## src/hw/quhbs_pkg.sv

```systemverilog
// Package for the quad UART host bus select front end.
// Assumes a single 40 MHz core clock and synchronous pin inputs.
`default_nettype none
package quhbs_pkg;
    // Bus-style strap levels
    localparam logic STYLE_STROBE = 1'b1;
    localparam logic STYLE_SINGLE = 1'b0;
    // Widths
    localparam int REG_IDX_W = 3;
    localparam int CHAN_IDX_W = 2;
    localparam int NUM_CHAN = 4;
    localparam int DATA_W = 8;
    // Channel codes
    localparam logic [1:0] CHAN_A = 2'h0;
    localparam logic [1:0] CHAN_B = 2'h1;
    localparam logic [1:0] CHAN_C = 2'h2;
    localparam logic [1:0] CHAN_D = 2'h3;
    // Access kinds
    typedef enum {ACC_IDLE, ACC_BUSY} quhbs_acc_t;
endpackage
`default_nettype wire

```

## src/hw/quhbs_top.sv

```systemverilog
// Host bus front end of a four channel UART: style strap, channel and
// register decode, strobe handling, interrupt routing.
// Assumes synchronous pin inputs; register contents live outside.
// Style is fixed once per reset; the strap is not watched after that.
// Function
// Strap high selects the strobe style and low the single-select style.
// The strap has a pull-up so a floating strap means strobe style.
// In single-select style the write pin is a direction input and reset is active low.
// In single-select style the read strobe is ignored.
// In single-select style the four interrupts are ORed onto one open-source output.
// Three register index bits pick the register within the selected channel.
// In single-select style the shared select low enables the channels, picked by index.
// Channel index bits are honoured only while the shared select is low.
// In strobe style the channel index pins are the B and C selects.
// In strobe style the shared select pin is the channel A select.
// In strobe style only channels whose select is low may transfer.
// In strobe style a falling read strobe drives the chosen register onto the data bus.
// In strobe style a falling write strobe moves bus data into the chosen register.
// Channel index values 0 to 3 map to channels A to D.
`default_nettype none
module quhbs_top
    import quhbs_pkg::*;
(
    input wire logic core_clk_in,
    input wire logic rst_n_in,
    input wire logic style_strap_in,
    input wire logic style_strap_oe_in,
    input wire logic shared_select_n_in,
    input wire logic [quhbs_pkg::CHAN_IDX_W-1:0] channel_index_in,
    input wire logic channel_d_select_n_in,
    input wire logic read_strobe_n_in,
    input wire logic write_strobe_n_in,
    input wire logic pin_reset_in,
    input wire logic [quhbs_pkg::REG_IDX_W-1:0] register_index_in,
    input wire logic [quhbs_pkg::DATA_W-1:0] data_in,
    output logic [quhbs_pkg::DATA_W-1:0] data_out,
    output logic data_oe_out,
    input wire logic [quhbs_pkg::NUM_CHAN-1:0] chan_irq_in,
    input wire logic [quhbs_pkg::DATA_W-1:0] rd_data_in [quhbs_pkg::NUM_CHAN],
    output logic [quhbs_pkg::NUM_CHAN-1:0] rd_req_out,
    output logic [quhbs_pkg::NUM_CHAN-1:0] wr_req_out,
    output logic [quhbs_pkg::REG_IDX_W-1:0] reg_addr_out,
    output logic [quhbs_pkg::DATA_W-1:0] wr_data_out,
    output logic [quhbs_pkg::NUM_CHAN-1:0] irq_out,
    output logic [quhbs_pkg::NUM_CHAN-1:0] irq_oe_out,
    output logic shared_irq_out,
    output logic shared_irq_oe_out,
    output logic uart_reset_out,
    output logic style_out
);
    import quhbs_pkg::*;

    // Refuse package settings that the fixed pin map cannot serve
    if (NUM_CHAN != (1 << CHAN_IDX_W))
    begin : g_chan_count_check
        $error("channel count does not match the channel index width");
    end
    // Channel codes are two index bits wide
    if (CHAN_IDX_W != $bits(CHAN_A))
    begin : g_chan_code_check
        $error("channel index width does not match the channel codes");
    end
    // The last channel code must name the last channel
    if (int'(CHAN_D) != NUM_CHAN - 1)
    begin : g_chan_last_check
        $error("channel codes do not cover every channel");
    end
    // Both strap levels must decode to different styles
    if (STYLE_STROBE == STYLE_SINGLE)
    begin : g_style_check
        $error("strap levels for the two styles are equal");
    end
    // A register index needs at least one bit
    if (REG_IDX_W < 1)
    begin : g_reg_idx_check
        $error("register index width is zero");
    end

    // Level seen on a strap pin that has a pull-up behind it
    function automatic logic pulled_up(input logic level, input logic driven);
        return driven ? level : 1'b1;
    endfunction

    // First clock of an activity: live now, not live on the last clock
    function automatic logic access_edge(input logic live, input logic was);
        return live & !was;
    endfunction

    // Request word, one bit per selected channel: the selects, or nothing without a start
    function automatic logic [NUM_CHAN-1:0] req_vector(
        input logic start,
        input logic [NUM_CHAN-1:0] sel
    );
        return start ? sel : '0;
    endfunction

    // Byte of the selected channel; with several selects the highest wins,
    // so a host that selects two channels at once reads only one of them
    function automatic logic [DATA_W-1:0] pick_byte(
        input logic [NUM_CHAN-1:0] sel,
        input logic [DATA_W-1:0] chan_bytes [NUM_CHAN]
    );
        logic [DATA_W-1:0] v;
        v = '0;
        for (int i = 0; i < NUM_CHAN; i++)
        begin
            if (sel[i])
            begin
                v = chan_bytes[i];
            end
        end
        return v;
    endfunction

    // Reset seen by the channel cores: high-active pin in strobe style,
    // low-active pin in single-select style
    function automatic logic reset_level(input logic strobe, input logic pin);
        return strobe ? pin : !pin;
    endfunction

    // Strap modelled with a pull-up: undriven reads as strobe style
    wire strap_level = pulled_up(style_strap_in, style_strap_oe_in);
    logic style_r;
    logic strap_taken_r;

    // Strap caught on the first clock after reset release, then held;
    // a strap that moves later is ignored, as the bus style cannot
    // change under a running host
    always_ff @(posedge core_clk_in or negedge rst_n_in)
    begin
        if (!rst_n_in)
        begin
            style_r <= STYLE_STROBE;
        end
        else if (!strap_taken_r)
        begin
            style_r <= strap_level;
        end
    end

    // Marks the strap as taken
    always_ff @(posedge core_clk_in or negedge rst_n_in)
    begin
        if (!rst_n_in)
        begin
            strap_taken_r <= 1'b0;
        end
        else
        begin
            strap_taken_r <= 1'b1;
        end
    end
    wire strobe_mode = (style_r == STYLE_STROBE);

    wire [NUM_CHAN-1:0] chan_sel;
    quhbs_sel u_sel (
        .style_in(style_r),
        .shared_select_n_in(shared_select_n_in),
        .channel_b_select_n_in(channel_index_in[0]),
        .channel_c_select_n_in(channel_index_in[1]),
        .channel_d_select_n_in(channel_d_select_n_in),
        .channel_index_in(channel_index_in),
        .chan_sel_out(chan_sel)
    );

    // Activity per style; the read pin is unused in single style, where
    // the write pin gives the direction (high reads, low writes)
    wire strobe_rd = !read_strobe_n_in;
    wire strobe_wr = !write_strobe_n_in;
    wire single_rd = write_strobe_n_in;
    wire single_wr = !write_strobe_n_in;
    wire rd_active = strobe_mode ? strobe_rd : single_rd;
    wire wr_active = strobe_mode ? strobe_wr : single_wr;
    // Nothing happens without a selected channel
    wire any_sel = |chan_sel;
    wire rd_live = rd_active & any_sel;
    wire wr_live = wr_active & any_sel;
    logic rd_prev_r;
    logic wr_prev_r;

    // Read activity of the last clock; reset to idle so that no false
    // start follows reset
    always_ff @(posedge core_clk_in or negedge rst_n_in)
    begin
        if (!rst_n_in)
        begin
            rd_prev_r <= 1'b0;
        end
        else
        begin
            rd_prev_r <= rd_live;
        end
    end

    // Write activity of the last clock
    always_ff @(posedge core_clk_in or negedge rst_n_in)
    begin
        if (!rst_n_in)
        begin
            wr_prev_r <= 1'b0;
        end
        else
        begin
            wr_prev_r <= wr_live;
        end
    end

    // Strobe edge (or select edge in single style) starts one access;
    // a held strobe does not repeat it
    wire rd_start = access_edge(rd_live, rd_prev_r);
    wire wr_start = access_edge(wr_live, wr_prev_r);
    wire addr_take = rd_start | wr_start;

    // Read request pulse, one clock, to the selected channel only
    always_ff @(posedge core_clk_in or negedge rst_n_in)
    begin
        if (!rst_n_in)
        begin
            rd_req_out <= '0;
        end
        else
        begin
            rd_req_out <= req_vector(rd_start, chan_sel);
        end
    end

    // Write request pulse, one clock, to the selected channel only
    always_ff @(posedge core_clk_in or negedge rst_n_in)
    begin
        if (!rst_n_in)
        begin
            wr_req_out <= '0;
        end
        else
        begin
            wr_req_out <= req_vector(wr_start, chan_sel);
        end
    end

    // Register index held from one access start to the next
    always_ff @(posedge core_clk_in or negedge rst_n_in)
    begin
        if (!rst_n_in)
        begin
            reg_addr_out <= '0;
        end
        else if (addr_take)
        begin
            reg_addr_out <= register_index_in;
        end
    end

    // Write byte captured with the write start
    always_ff @(posedge core_clk_in or negedge rst_n_in)
    begin
        if (!rst_n_in)
        begin
            wr_data_out <= '0;
        end
        else if (wr_start)
        begin
            wr_data_out <= data_in;
        end
    end

    // Read byte of the selected channel
    wire [DATA_W-1:0] rd_mux = pick_byte(chan_sel, rd_data_in);

    // Read byte registered, so the bus shows a settled value
    always_ff @(posedge core_clk_in or negedge rst_n_in)
    begin
        if (!rst_n_in)
        begin
            data_out <= '0;
        end
        else
        begin
            data_out <= rd_mux;
        end
    end

    // Bus drive follows read activity one clock later and drops one clock after it
    always_ff @(posedge core_clk_in or negedge rst_n_in)
    begin
        if (!rst_n_in)
        begin
            data_oe_out <= 1'b0;
        end
        else
        begin
            data_oe_out <= rd_live;
        end
    end

    // Interrupt routing: per channel in strobe style, wired-OR otherwise
    wire any_irq = |chan_irq_in;
    assign irq_out = chan_irq_in;
    assign irq_oe_out = strobe_mode ? {NUM_CHAN{1'b1}} : '0;
    // Open-source shared line: driven only while some channel asks
    assign shared_irq_out = any_irq;
    assign shared_irq_oe_out = !strobe_mode & any_irq;
    // Reset pin polarity follows the style
    assign uart_reset_out = reset_level(strobe_mode, pin_reset_in);
    assign style_out = style_r;
endmodule
`default_nettype wire

```

## src/hw/quhbs_sel.sv

```systemverilog
// Channel select decoder for the quad UART host front end.
// Assumes the strap has been latched already; purely combinational.
`default_nettype none
module quhbs_sel
    import quhbs_pkg::*;
(
    input wire logic style_in,
    input wire logic shared_select_n_in,
    input wire logic channel_b_select_n_in,
    input wire logic channel_c_select_n_in,
    input wire logic channel_d_select_n_in,
    input wire logic [quhbs_pkg::CHAN_IDX_W-1:0] channel_index_in,
    output logic [quhbs_pkg::NUM_CHAN-1:0] chan_sel_out
);
    // One-hot decode of a two bit channel code
    function automatic logic [NUM_CHAN-1:0] onehot(input logic [CHAN_IDX_W-1:0] idx);
        logic [NUM_CHAN-1:0] v;
        v = '0;
        v[idx] = 1'b1;
        return v;
    endfunction

    wire [NUM_CHAN-1:0] strobe_sel;
    wire [NUM_CHAN-1:0] single_sel;
    // Strobe style: each pin is its own channel select
    assign strobe_sel = {~channel_d_select_n_in, ~channel_c_select_n_in,
                         ~channel_b_select_n_in, ~shared_select_n_in};
    // Single style: index honoured only with the shared select low
    assign single_sel = shared_select_n_in ? '0 : onehot(channel_index_in);
    assign chan_sel_out = (style_in == STYLE_STROBE) ? strobe_sel : single_sel;
endmodule
`default_nettype wire

```

## config.mk

```make
export PLATFORM = sky130hd
export DESIGN_NAME = quhbs_top
export DESIGN_NICKNAME = d
export VERILOG_FILES = /design/src/hw/quhbs_pkg.sv /design/src/hw/quhbs_top.sv /design/src/hw/quhbs_sel.sv
export SDC_FILE = /design/constraint.sdc
export NUM_CORES = 1
export LEC_CHECK = 0
export BUFFER_PORTS_ARGS = -buffer_cell sky130_fd_sc_hd__buf_2
export CAP_MARGIN = 20
export CORE_ASPECT_RATIO = 0.75
export CORE_MARGIN = 1
export CORE_UTILIZATION = 41
export CTS_CLUSTER_SIZE = 24
export DETAILED_ROUTE_END_ITERATION = 7
export HOLD_SLACK_MARGIN = 0.12
export PLACE_DENSITY_LB_ADDON = 0.15
export SLEW_MARGIN = 0
export SYNTH_ARGS = -nofsm -noshare
export SYNTH_HDL_FRONTEND = slang
export SYNTH_HIERARCHICAL = 1
export SYNTH_SLANG_ARGS = --single-unit
```

## constraint.sdc

```tcl
create_clock -name core_clk_in -period 2.45 [get_ports core_clk_in]
set_clock_uncertainty 0.2 [all_clocks]
set_input_delay 0.1225 -clock core_clk_in [delete_from_list [all_inputs] [get_ports core_clk_in]]
set_output_delay 0.1225 -clock core_clk_in [all_outputs]
set_load 0.01 [all_outputs]
```

# After elaboration in Yosys (flattened, before gate mapping)
# Index checks and enable logic that the tools add are counted.
# classes
n_lt_le_gt_ge	2
n_mux	14
n_bitwise	10
reduce_logical	9
# ops
op	n
2-to-1 mux 8 bit	4
2-to-1 mux 4 bit	5
OR reduction 4 bit	2
logical NOT 1 bit	6
bitwise AND 1 bit	5
2-to-1 mux 1 bit	4
NOT 1 bit	4
less-than comparator 2 x 3 -> 1 bit (second input constant)	1
demux 1 bit (select 2 bit)	1
>= comparator 2 x 1 -> 1 bit (second input constant)	1
logical AND 1 bit	1
OR 1 bit	1
# totals
regBits	31
input_bits	58
output_inout_bits	40
elab_cells	44

# Logic depth before layout (Yosys ltp)
# depth
ltp_word	10
depth_mapped	7
ltp_nobuf	5

# Modules after synthesis
# Netlist, hierarchy kept.
# modules_own_cells
mod	n_inst	cells_each	area_per_inst_um2	seq_area_each_um2
quhbs_top	1	119	1422.6	777.0
quhbs_sel	1	9	61.3	0.0

# Worst setup path before layout
# No wires, ideal clock.
# synth_timing
path_type	flip-flop to flip-flop
start	register style_r, in the netlist style_out
end	register wr_data_out[0] (netlist bit)
setup_time_ps	125
t_arrival_ps	1931
t_required_ps	2125
setup_slack_ps	194
path_stages_with_launch	8
path_buffers	2
period_less_slack_ps	2256
path_cell_list	dfstp_2 > or4b_1 > o21ai_0 > buf_2 > nor4_4 > or2_1 > buf_6 > mux2_4
# synth_via
elab_chain_cells	4
# synth_lines
element	line	rtl
start: declaration	quhbs_top.sv:123	logic style_r;
start signal: assignment	quhbs_top.sv:137	style_r <= strap_level;
2-to-1 mux 4 bit	quhbs_sel.sv:30	assign chan_sel_out = (style_in == STYLE_STROBE) ? strobe_sel : single_sel;
named net chan_sel[2]	quhbs_top.sv:155	wire [NUM_CHAN-1:0] chan_sel;
OR reduction 4 bit	quhbs_top.sv:175	wire any_sel = |chan_sel;
bitwise AND 1 bit	quhbs_top.sv:177	wire wr_live = wr_active & any_sel;
bitwise AND 1 bit	quhbs_top.sv:86	return live & !was;
end signal: assignment	quhbs_top.sv:262	wr_data_out <= data_in;
end: declaration	quhbs_top.sv:43	output logic [quhbs_pkg::DATA_W-1:0] wr_data_out,
# The timed path passes the listed nets, and every way through them passes these cells.
# A chain may end at the register's enable or synchronous reset.

# Worst setup path in the final report
# layout_timing
start	input shared_select_n_in
end	register reg_addr_out[0] (netlist bit)
# layout_via
elab_chain_cells	6
word_cells_on_any_way	9
classes_between	mux: 2; bitwise: 6; reduce/logical: 1
# layout_lines
element	line	rtl
start: declaration	quhbs_top.sv:28	input wire logic shared_select_n_in,
2-to-1 mux 4 bit *	quhbs_sel.sv:29	assign single_sel = shared_select_n_in ? '0 : onehot(channel_index_in);
2-to-1 mux 4 bit *	quhbs_sel.sv:30	
named net chan_sel[2]	quhbs_top.sv:155	
OR reduction 4 bit *	quhbs_top.sv:175	
bitwise AND 1 bit, on equally long branches	quhbs_top.sv:176, quhbs_top.sv:177	
bitwise AND 1 bit	quhbs_top.sv:86	
OR 1 bit *	quhbs_top.sv:212	wire addr_take = rd_start | wr_start;
end signal: assignment	quhbs_top.sv:249	reg_addr_out <= register_index_in;
end: declaration	quhbs_top.sv:42	output logic [quhbs_pkg::REG_IDX_W-1:0] reg_addr_out,
# The timed path passes the listed nets; every way through them passes the cells marked *.

==> results.cfg <==
[timing]
clock.fmax_ghz = 0.419
rsz0062_at_grt = false
tightest_slew_ns = 0.664
min_period_over_period_pct = 97.4
fin_ws_ns = 0.0632
final_max_slew_viol_count = 0
finalSetupViolCount = 0
slew_headroom_pct = 55.7
min_period_ns = 2.39
hold_viol = 0
setup_tns_ns = 0

[worst_setup_path]
cpPeakStageDelay_ns = 0.53
crit_start = shared_select_n_in
cp_slowest_cell = dlygate4sd3_1
r2r_start = style_out
endpoint = reg_addr_out[0]
r2r_cells = 6
required_ns = 2.41
path_cells = dlygate4sd3_1, buf_2, or4b_1, o21ai_0, nor4_4, buf_4, a311o_4, mux2_4
reg2reg_slack_ns = 0.12
cp_max_fo = 4
reg2reg_to = reg_addr_out[0]
start_kind = input pin
cp.arrival_ns = 2.34
cp-end-kind = flip-flop
path_class = input pin to flip-flop

[global_route]
grt_pass1_wl_um = 6760
overflow = 0
busiest_layer = met2
use_met3_pct = 7.30
use_met1_pct = 25.7
grt_start_max_net_pins = 32
grt_use_met2_pct = 41.6
grt_usage_pct = 23.9
antenna_found_initial = 0
grt_pass1_vias = 1548

[logic_synthesis]
syn_inst = 128
ys.warnings.count = 6
synth-edff-count = 0
avgSynthCellArea_sq_um = 11.6
yosysMostFrequentCell = dfrtp_1
synth.cell_area_sq_mm = 0.00148
synth_area_leaders = dfrtp_1, mux2_4, a221oi_1
yosys-top-cells-count = dfrtp_1, nor2_1, mux2_4
synthArstFlopShare_pct = 100
synth_top_flop_cell = dfrtp_1
ys_ff_latch = 31
syn-num-nets = 186
yosysSeqAreaShare_pct = 52.4
yosys.area.top_type_share_pct = 50.6
yosysUniqueCellTypes = 31
yosysTopAreaCell = dfrtp_1

[final_layout]
layoutNonFillerInstCount = 311
drive_above_1_share_pct = 47.4
seq_area_sq_um = 777
multi_input_area_sq_um = 591
syn2layout_area_growth_pct = 71.4
nFillCells = 233
fin_util_pct = 75.3
design_area_sq_mm = 0.00254
fin_nets = 328

[drt]
via_per_inst = 4.94
drt_wl_total_um = 4450
drt_iter0_markers = 47
ant_nets = 0
drcViolationCount = 0
vias = 1536
wl_per_cell_um = 14.3
drtPass1Iterations = 4

[floorplanning]
initial_utilization_pct = 43.9
io_pins = 98
rows = 18
coreArea_sq_mm = 0.00338
fp.dieW_um = 71.5
die_h_um = 54.1
dieArea_sq_mm = 0.00387

[placement]
place.gp.congestion = 0.715
place_ws_ns = 0.139
portBuffers = 97
dpl.cell_count = 256
placed_area_sq_mm = 0.00197
dp_hpwl_um = 2720

[worst_hold_path]
hold_depth = 4
min_from = read_strobe_n_in
hp-class = input pin to flip-flop

[power_and_ir_drop]
peakVddDrop_mv = 0.286
p_per_area_mw_per_mm2 = 572
p_leak_uw = 0.00131

[status]
status = finished, final reports clean

[clock_tree]
cts_buffer_depth = 2
cts-root-buf = clkbuf_8
insertion_delay_ns = 0.27
numCtsBuffers = 5
cts_tree = built
cts.clk_slew.worst_paths_ns = 0.06
h-tree-depth = 2
clock-sinks = 31

[flow_run]
maxCapViolCount = 0
==> layout make-up <==
cell class | instances | share of cell area [%]
inverters | 6 | 0.885
multi-input cells | 76 | 23.2
flip-flops and latches | 31 | 30.5
repair buffers | 150 | 39.8
diodes | 1 | 0.0984
clock buffers | 6 | 3.25
clock inverters | 1 | 0.197
well taps | 40 | 1.97
==> flip-flops by register name (all words and copies together) (netlist names) <==
register	flops
data_out	8
wr_data_out	8
rd_req_out	4
wr_req_out	4
reg_addr_out	3
rd_prev_r	1
strap_taken_r	1
style_out	1
wr_prev_r	1
==> timing repair <==
item | in CTS | in global routing
setup buffers | 0 | 0
endpoints found under the setup margin | 0 | 7
hold buffers | 47 | 0
hold endpoints to repair | 54 | 0
gates resized for setup | 0 | 2
==> how the worst min path moves through the flow <==
stage,to,slack [ns]
2_1_floorplan,data_out[0],-0.37
3_3_place_gp,wr_data_out[2],-0.008
3_5_place_dp,wr_data_out[2],-0.006
4_1_cts,data_out[5],0.12
5_1_grt,data_out[5],0.16
6_report,rd_prev_r,0.16
==> cells in the final DEF (no fill, tap or decap), types with 2 or more instances in the layout <==
master	count
nor3_1	4
dfrtp_1	30
or4b_1	2
nand2_1	8
mux2_4	11
buf_2	97
clkbuf_8	6
a21oi_1	2
nand2b_1	2
nor2_1	14
a221oi_1	7
o31ai_1	8
and2_1	2
dlygate4sd3_1	47
inv_1	5
buf_4	5
o21ai_0	2
==> critical path: cells and delay by family <==
family	cells	cell delay (ns)
muxes	1	0.31
AOI/OAI and AO/OA	2	0.54
buffers and inverters	3	0.82
and+or+nand+nor	2	0.55
==> per-stage QoR <==
| stage | hold WS, ns | power [uW] |
|---|---|---|
| after floorplan | -0.373 | 844 |
| after global placement | -0.00756 | 993 |
| after detailed placement | -0.00561 | 1010 |
| after CTS | 0.123 | 1450 |
| after global routing | 0.156 | 1530 |
| final | 0.159 | 1460 |
==> per-layer routing <==
layer / part of all wire (%) / wire length (um) / vias up
li1: - / - / 730
met1: 38 / 1710 / 717
met2: 52 / 2290 / 71
met3: 6.1 / 273 / 18
met4: 3.9 / 172 / 0
met5: 0 / 0 / -
==> logic make-up (layout without fill, tap and decap cells) <==
group           Yosys count  in the layout  share of synthesized area [%]
compound gates           23             23                           12.4
xor+xnor                  1              1                          0.590
buf+inv                  21            163                           8.43
flops                    31             31                           52.4
mux                      11             11                           11.1
other cells               1              2                          0.253
simple gates             40             40                           14.8
==> power breakdown <==
part,switching (uW),total (uW),leakage [uW],internal (uW)
combinational,196,443,0.000882,246
sequential,36.1,620,0.000379,584
clock,172,392,0.0000471,220
total,405,1460,0.00131,1050
Note: power is estimated with default switching activity, not from simulation.
